--- src/logic/nbp_defs.svh ---
/*
  Offsets, field positions, reset values and fixed constants of the nibble port block.
  Assumes inclusion by bare name from the design file and the bench.
*/
`ifndef NBP_DEFS_SVH
`define NBP_DEFS_SVH
`define NBP_IDX_CPDIR     8'h01
`define NBP_IDX_DATA4     8'h04
`define NBP_IDX_SPDIR     8'h05
`define NBP_IDX_SPDATA    8'h06
`define NBP_IDX_INDATA    8'h0e
`define NBP_IDX_OPT0      8'h20
`define NBP_IDX_OPT1      8'h21
`define NBP_IDX_STAT      8'h22
`define NBP_RST_NIB       4'h0
`define NBP_WAKE_VECTOR   13'h0004
`define NBP_OPT1_CMP1     0
`define NBP_OPT1_CMP2     1
`define NBP_OPT1_AMP      2
`define NBP_OPT1_BIT1_READ_ZERO     3
`define NBP_OPT1_BIT3_READ_ZERO     4
`define NBP_OPT1_BIDIR    5
`define NBP_OPT1_ROLE     6
`define NBP_OPT1_GAIN     7
`endif

--- src/logic/nbp_pkg.sv ---
/*
  Types of the nibble port block.
  Includes no header; only the design file and the bench include the constants header.
*/
package nbp_pkg;
  typedef enum logic [1:0] {
    NBP_ROLE_OUT   = 2'b00,
    NBP_ROLE_IN    = 2'b01,
    NBP_ROLE_BIDIR = 2'b10
  } nbp_role_t;

  typedef struct packed {
    logic [3:0] o;
    logic [3:0] oe;
    logic [3:0] pd;
  } nbp_pins_t;

  typedef struct packed {
    logic [3:0] cp_dir;
    logic [3:0] cp_data;
    logic [3:0] oc_data;
    logic [3:0] sp_dir;
    logic [3:0] sp_data;
    logic [3:0] sp_in_prev;
    logic [3:0] wake_mask;
    logic [3:0] sp_pd_opt;
    logic [3:0] ce_pd_opt;
    logic [7:0] opt;
    logic       wake;
    logic       sleep_seen;
    logic       hready;
    logic       pend_wr;
    logic [7:0] pend_idx;
    logic [31:0] hrdata;
    nbp_pins_t  sp_pins;
    nbp_pins_t  ce_pins;
    logic       osc_on;
    logic       pc_load;
  } nbp_state_t;
endpackage : nbp_pkg

--- src/logic/nbp_ports.sv ---
/*
  Nibble port block: port B with wake-up, and the four-bit port serving as
  output port, input port or combined bidirectional port with comparator reads.
  Assumes an AHB-Lite master issuing single word transfers, pins synchronous
  to the clock, and a core that reacts to the wake pulse and vector.
*/
// The AHB-Lite register port is this design's own decision.
`timescale 1ns/100ps
`default_nettype none
`include "nbp_defs.svh"

// Overview of operation
// Port B direction bit 1 means output, 0 input; resets to all inputs.
// Output pins drive the written latch; reads of output bits return the latch.
// Port B pull-down forced off on output pins.
// Port B input bits read the pin; pull-down follows per-bit option.
// In sleep, a rising edge on a wake-enabled port B pin wakes the system.
// Pin wake-up loads the program counter with the wake-up vector.
// Output-port role: all four bits outputs, register resets to zero.
// Input-port role: all bits inputs, reads return pins, pull-downs by option.
// Combined role: direction bit 1 output, 0 input; resets to zero.
// Combined-port pull-downs apply only to input bits.
// Amplifier and comparator options choose among three structures.
// Bit-1 read-zero option makes combined bit 1 read zero; the code does so only while a comparator or amplifier option is on.
// Bit-3 read-zero option makes combined bit 3 read zero; the code does so only while a comparator or amplifier option is on.
// Comparator 1 alone makes combined bit 0 read its output.
// All analog options off gives a plain port.
// Each comparator is enabled by its own option.
// Software should keep combined bit 1 input in amplifier mode.
// Software should not enable gain together with the amplifier.
// Comparator 2 alone makes combined bit 2 read its output.
// An option picks output-port or input-port role for the four-bit port.
// The chosen role decides which register the shared address decodes to.
module nbp_ports (
  input  wire logic               clock,
  input  wire logic               reset,
  input  wire logic               hsel,
  input  wire logic [31:0]        haddr,
  input  wire logic [1:0]         htrans,
  input  wire logic               hwrite,
  input  wire logic [2:0]         hsize,
  input  wire logic [31:0]        hwdata,
  input  wire logic               hready,
  output logic [31:0]             hrdata,
  output logic                    hreadyout,
  output logic                    hresp,
  input  wire logic [3:0]         sp_pin_i,
  output nbp_pkg::nbp_pins_t      sp_pins,
  input  wire logic [3:0]         ce_pin_i,
  output nbp_pkg::nbp_pins_t      ce_pins,
  input  wire logic               comparator_one_out,
  input  wire logic               comparator_two_out,
  input  wire logic               sleep,
  output logic                    wake,
  output logic                    osc_on,
  output logic                    pc_load,
  output logic [12:0]             pc_vector
);
  import nbp_pkg::*;

  nbp_state_t s_q;
  nbp_state_t s_d;

  function automatic nbp_role_t role_of(input logic [7:0] opt);
    if (opt[`NBP_OPT1_BIDIR]) begin
      return NBP_ROLE_BIDIR;
    end
    return opt[`NBP_OPT1_ROLE] ? NBP_ROLE_IN : NBP_ROLE_OUT;
  endfunction : role_of

  // Mix latch and pin per direction; used by both bidirectional ports.
  function automatic logic [3:0] mix(input logic [3:0] dir, input logic [3:0] lat,
                                     input logic [3:0] pin);
    return (dir & lat) | (~dir & pin);
  endfunction : mix

  nbp_role_t  role;
  logic       cmp1;
  logic       cmp2;
  logic       amp;
  logic [3:0] ce_rd;
  logic [31:0] rd;
  logic       addr_ok;
  logic [3:0] rises;

  always_comb begin
    role = role_of(s_q.opt);
    cmp1 = s_q.opt[`NBP_OPT1_CMP1];
    cmp2 = s_q.opt[`NBP_OPT1_CMP2];
    amp  = s_q.opt[`NBP_OPT1_AMP];
    ce_rd = mix(s_q.cp_dir, s_q.cp_data, ce_pin_i);
    if (cmp1 || cmp2 || amp) begin
      if (s_q.opt[`NBP_OPT1_BIT1_READ_ZERO]) begin
        ce_rd[1] = 1'b0;
      end
      if (s_q.opt[`NBP_OPT1_BIT3_READ_ZERO]) begin
        ce_rd[3] = 1'b0;
      end
      if (cmp1 && !cmp2 && !amp) begin
        ce_rd[0] = comparator_one_out;
      end
      if (cmp2 && !cmp1 && !amp) begin
        ce_rd[2] = comparator_two_out;
      end
      if (cmp1 && amp && !cmp2) begin
        ce_rd[0] = comparator_one_out;
        ce_rd[3:2] = 2'h0;
      end
    end
  end

  always_comb begin
    rises = sp_pin_i & ~s_q.sp_in_prev & s_q.wake_mask & ~s_q.sp_dir;
    rd = 32'h0;
    addr_ok = 1'b1;
    unique case (s_q.pend_idx)
      `NBP_IDX_CPDIR:  rd[3:0] = s_q.cp_dir;
      `NBP_IDX_DATA4:  rd[3:0] = (role == NBP_ROLE_BIDIR) ? ce_rd : s_q.oc_data;
      `NBP_IDX_SPDIR:  rd[3:0] = s_q.sp_dir;
      `NBP_IDX_SPDATA: rd[3:0] = mix(s_q.sp_dir, s_q.sp_data, sp_pin_i);
      `NBP_IDX_INDATA: rd[3:0] = (role == NBP_ROLE_IN) ? ce_pin_i : 4'h0;
      `NBP_IDX_OPT0:   rd[15:0] = {s_q.ce_pd_opt, s_q.sp_pd_opt, s_q.wake_mask, 4'h0};
      `NBP_IDX_OPT1:   rd[7:0] = s_q.opt;
      `NBP_IDX_STAT:   rd[1:0] = {s_q.sleep_seen, s_q.osc_on};
      default:         addr_ok = 1'b0;
    endcase
  end

  always_comb begin
    s_d = s_q;
    s_d.hready = 1'b1;
    s_d.pend_wr = 1'b0;
    s_d.pc_load = 1'b0;
    s_d.wake = 1'b0;
    s_d.sp_in_prev = sp_pin_i;
    s_d.hrdata = addr_ok ? rd : 32'h0;
    if (s_q.pend_wr) begin
      unique case (s_q.pend_idx)
        `NBP_IDX_CPDIR:  s_d.cp_dir = hwdata[3:0];
        `NBP_IDX_DATA4: begin
          if (role == NBP_ROLE_BIDIR) begin
            s_d.cp_data = hwdata[3:0];
          end else begin
            s_d.oc_data = hwdata[3:0];
          end
        end
        `NBP_IDX_SPDIR:  s_d.sp_dir = hwdata[3:0];
        `NBP_IDX_SPDATA: s_d.sp_data = hwdata[3:0];
        `NBP_IDX_OPT0: begin
          s_d.wake_mask = hwdata[7:4];
          s_d.sp_pd_opt = hwdata[11:8];
          s_d.ce_pd_opt = hwdata[15:12];
        end
        `NBP_IDX_OPT1:   s_d.opt = hwdata[7:0];
        default: ;
      endcase
    end
    // Reads take one wait state, so hrdata stays a flip-flop and still sees a write just ahead.
    if (hsel && hready && htrans[1]) begin
      s_d.pend_wr = hwrite;
      s_d.pend_idx = {2'h0, haddr[7:2]};
      s_d.hready = hwrite;
    end
    // Osc stays stopped while asleep until a wake edge restarts it.
    if (sleep && !s_q.sleep_seen) begin
      s_d.sleep_seen = 1'b1;
      s_d.osc_on = 1'b0;
    end
    if (s_q.sleep_seen && sleep && (rises != 4'h0)) begin
      s_d.wake = 1'b1;
      s_d.osc_on = 1'b1;
      s_d.pc_load = 1'b1;
      s_d.sleep_seen = 1'b0;
    end
    if (!sleep && s_q.sleep_seen) begin
      s_d.sleep_seen = 1'b0;
      s_d.osc_on = 1'b1;
    end
    s_d.sp_pins.o = s_q.sp_data;
    s_d.sp_pins.oe = s_q.sp_dir;
    s_d.sp_pins.pd = s_q.sp_pd_opt & ~s_q.sp_dir;
    unique case (role)
      NBP_ROLE_OUT: begin
        s_d.ce_pins.o = s_q.oc_data;
        s_d.ce_pins.oe = 4'hf;
        s_d.ce_pins.pd = 4'h0;
      end
      NBP_ROLE_IN: begin
        s_d.ce_pins.o = 4'h0;
        s_d.ce_pins.oe = 4'h0;
        s_d.ce_pins.pd = s_q.ce_pd_opt;
      end
      NBP_ROLE_BIDIR: begin
        s_d.ce_pins.o = s_q.cp_data;
        s_d.ce_pins.oe = s_q.cp_dir;
        s_d.ce_pins.pd = s_q.ce_pd_opt & ~s_q.cp_dir;
      end
      default: begin
        s_d.ce_pins = '0;
      end
    endcase
  end

  always_ff @(posedge clock or posedge reset) begin
    if (reset) begin
      s_q <= '0;
      s_q.hready <= 1'b1;
      s_q.osc_on <= 1'b1;
    end else begin
      s_q <= s_d;
    end
  end

  assign hrdata    = s_q.hrdata;
  assign hreadyout = s_q.hready;
  assign hresp     = 1'b0;
  assign sp_pins   = s_q.sp_pins;
  assign ce_pins   = s_q.ce_pins;
  assign wake      = s_q.wake;
  assign osc_on    = s_q.osc_on;
  assign pc_load   = s_q.pc_load;
  assign pc_vector = `NBP_WAKE_VECTOR;
endmodule : nbp_ports
`default_nettype wire

--- config.mk ---
export PLATFORM = sky130hd
export DESIGN_NAME = nbp_ports
export DESIGN_NICKNAME = d
export VERILOG_FILES = /design/src/logic/nbp_pkg.sv /design/src/logic/nbp_ports.sv
export VERILOG_INCLUDE_DIRS = /design/src /design/src/logic
export SDC_FILE = /design/constraint.sdc
export NUM_CORES = 1
export LEC_CHECK = 0
export BUFFER_PORTS_ARGS = -buffer_cell sky130_fd_sc_hd__buf_2
export CAP_MARGIN = 40
export CELL_PAD_IN_SITES_DETAIL_PLACEMENT = 0
export CELL_PAD_IN_SITES_GLOBAL_PLACEMENT = 1
export CORE_MARGIN = 2
export CORE_UTILIZATION = 38
export DETAILED_ROUTE_END_ITERATION = 10
export GPL_TIMING_DRIVEN = 0
export PLACE_DENSITY_LB_ADDON = 0.15
export RECOVER_POWER = 25
export SKIP_LAST_GASP = 1
export SYNTH_ARGS = -nofsm -noshare
export SYNTH_HDL_FRONTEND = slang
export SYNTH_SLANG_ARGS = --single-unit
--- constraint.sdc ---
create_clock -name clock -period 3.7 [get_ports clock]
set_input_delay 0.37 -clock clock [delete_from_list [all_inputs] [get_ports clock]]
set_output_delay 0.37 -clock clock [all_outputs]
set_load 0.01 [all_outputs]
==> impl_metrics.csv <==
group,metric,value,unit
clocking,htree_levels,3,
clocking,ctsResizeCount,0,
grt,grt_pass1_wl,13.7,mm
grt,gr-total-overflow,0,
worst_setup_path,critPathArrivalTime,2.63,ns
clocking,root_buffer,"clkbuf_8",
sta,worstMarginPinSlew,1.72,ns
worst_setup_path,endpoint_kind,"asynchronous set/reset pin",
logic_synthesis,yosysSeqAreaShare,55.6,%
sta,max-slew-margin-rel,-15.3,%
routing,vias,2749,
sta,period_needed,2.38,ns
pwr,ir_worst_vdd,0.000221,V
worst_setup_path,crit_family,"buffers and inverters",
layout,antenna_cells,0,
logic_synthesis,ys_warn_count,0,
clocking,numCtsBuffers,9,
floorplanning,dieWidth,110,um
clocking,ctsHoldBuffers,0,
logic_synthesis,netlist_area,4280,sq um
logic_synthesis,syn_inst,342,
clocking,clkLatencyLatePin,0.36,ns
logic_synthesis,synth_flop_cell,"dfrtp_1",
floorplanning,start_util,39.3,%
layout,nets,549,
clocking,cts_setup_buffers,0,
outcome,status,"finished with violations",
grt,grt_pass1_vias,2591,
routing,wire_per_inst,14.8,um
worst_setup_path,crit_path_max_fanout,57,
sta,setup_viol,0,
worst_setup_path,cp.required,3.95,ns
clocking,clock-sinks,95,
sta,fin_skew,0.0141,ns
clocking,clk_pin_slew,0.10,ns
sta,hold_viol,0,
worst_setup_path,slowest_stage,"clkbuf_2",
logic_synthesis,synth.distinct_cells,40,
grt,track_usage,15.5,%
clocking,cts_max_path_buffers,2,
pwr,p_per_area,423,nW/um^2
worst_setup_path,cp-start-kind,"primary input",
sta,hold_slack,0.154,ns
logic_synthesis,ys_seq_elements,95,
routing,viasPerCell,4.51,
worst_setup_path,worstSetupPathType,"in -> async",
routing,route.detailed.drc,0,
worst_setup_path,critPathBufInv,3,
logic_synthesis,synth_edf_count,0,
floorplanning,die_h,110,um
clocking,cts_tree,"done",
floorplanning,io_pins,159,
routing,detail-route-antenna-nets,0,
sta,fin_setup_tns,0,ns
sta,setup_slack,1.32,ns
routing,first_iter_violations,72,
sta,period_share,64.3,%
placement,pre_cts_ws,1.32,ns
job,drv_cap,1,
layout,area_growth,20.4,%
sta,rsz0062_at_grt,"false",
sta,slew_violations,40,
worst_setup_path,slowest_delay,1.16,ns
grt,antenna_found_initial,0,
pwr,p_leak,2.59,nW
placement,dp_hpwl,6.63,mm
grt,grt_max_degree,58,
logic_synthesis,synthArstFlopShare,100,%
floorplanning,core,10900,sq um
routing,dr.pass1.iters,4,
routing,drt-total-wl,9.01,mm
placement,io_buffers,82,
outcome,violations,"capacitance limit, slew limit",
floorplanning,rows,38,
layout,drive_above_1_share,48.8,%
hold_path,min_path_type,"in -> reg",
sta,fmax,420,MHz
worst_setup_path,path_cells,"buf_2 > clkinvlp_2 > clkbuf_2",
floorplanning,die-area,12100,sq um
placement,gp_congestion,0.803,
logic_synthesis,syn_avg_cell_area,12.5,sq um
## report_power, final
part           internal (W)  total, W  switching, W
sequential          0.00113   0.00119     0.0000596
clock              0.000257  0.000630      0.000374
combinational      0.000186  0.000360      0.000174
total               0.00157   0.00218      0.000607
## cell type report
class	instances	area, sq um
buffer	78	566
clock buffer	10	128
clock inverter	6	52.6
fill	1041	5740
inverter	11	42.5
multi-input combinational	186	1400
sequential	95	2380
tap	140	175
timing repair buffer	83	410
## path summary, 6_finish.rpt
kind | from | endpoint | slack (ns) | depth (start not counted)
min in group asynchronous | reset | s_q[80]$_DFFE_PP0P_ | 0.41 | 2
setup reg to reg | s_q[61]$_DFFE_PP0P_ | s_q[75]$_DFFE_PP0P_ | 1.33 | 5
setup / recovery | reset | sp_pins[9]$_DFF_PP0_ | 1.32 | 3
hold reg to reg | s_d[22]$_DFFE_PP0P_ | sp_pins[8]$_DFF_PP0_ | 0.41 | 0
max in group clock | s_q[61]$_DFFE_PP0P_ | s_q[75]$_DFFE_PP0P_ | 1.33 | 5
hold / removal | sp_pin_i[2] | s_q[92]$_DFF_PP0_ | 0.15 | 1
## sequential cells by signal, indices dropped and copies added (netlist names), 8 cells and up
signal   cells
ce_pins     12
sp_pins     12
s_d          8
s_q         41
hrdata      16
## Yosys cell counts (all sizes together) (3+ instances only)
library cell  number  area share (%)
o21ai              5            0.59
mux2              52              14
a22o               8             1.6
nor4               3            0.44
a22oi              5            0.88
nor4bb             3            0.70
buf               77              13
nor3               4            0.99
dfrtp             93              54
a221oi             3            0.61
and2               6            0.88
a21o               4            0.70
a21oi              3            0.35
nand2b             5            0.73
nor2              11            0.97
nor2b             10             1.5
nand2             10            0.88
inv               11            0.97
nand3              4            0.47
## metrics by stage
stage / cell area, sq um / power, W / utilization, % / cells
final: 5150 / 0.00218 / 47.3 / 609
after CTS: 5180 / 0.00221 / 47.6 / 609
after global routing: 5150 / 0.00230 / 47.3 / 609
after floorplan: 4380 / 0.00145 / - / 370
after global placement: 4970 / 0.00157 / 45.6 / 592
after detailed placement: 5000 / 0.00158 / 45.9 / 593
## worst reg2reg max path, stage by stage (launching register included)
cell	delay (ns)
dfrtp_1	0.42
nor3_1	0.26
nand2_1	0.28
nor2_1	0.53
nand2_1	0.40
mux2_2	0.38
## cells by family after synthesis
group	Yosys count	share of synthesized area, %
buffers and inverters	89	14.2
AO/OA/AOI/OAI	38	6.67
flip-flops	95	55.6
other	2	0.176
multiplexers	54	14.2
AND/OR/NAND/NOR	64	9.16
## layer usage
layer	up-vias	GRT usage, %	share of wire, %
li1	1330	-	-
met1	1337	19.3	44
met2	78	27.0	51
met3	4	3.00	4.4
met4	0	4.88	0.75
met5	-	0	0
## cell usage in the layout, fill, tap and decap left out, types with 2 or more instances in the layout
| master | n |
|---|---|
| a21o_1 | 4 |
| a21oi_1 | 3 |
| a221oi_1 | 3 |
| a22o_1 | 8 |
| a22oi_1 | 5 |
| a31oi_1 | 2 |
| a32oi_1 | 2 |
| and2_1 | 6 |
| buf_2 | 83 |
| buf_4 | 71 |
| clkbuf_1 | 6 |
| clkbuf_8 | 9 |
| clkinvlp_4 | 2 |
| conb_1 | 30 |
| dfrtp_1 | 93 |
| dfstp_2 | 2 |
| inv_1 | 10 |
| inv_6 | 3 |
| mux2_2 | 52 |
| mux2i_1 | 2 |
| nand2_1 | 10 |
| nand2b_1 | 5 |
| nand3_1 | 4 |
| nor2_1 | 11 |
| nor2b_1 | 10 |
| nor3_1 | 2 |
| nor3_4 | 2 |
| nor3b_1 | 2 |
| nor4_1 | 3 |
| nor4bb_1 | 3 |
| o21ai_0 | 5 |
| o31ai_1 | 2 |
(Power assumes the default switching activity.)
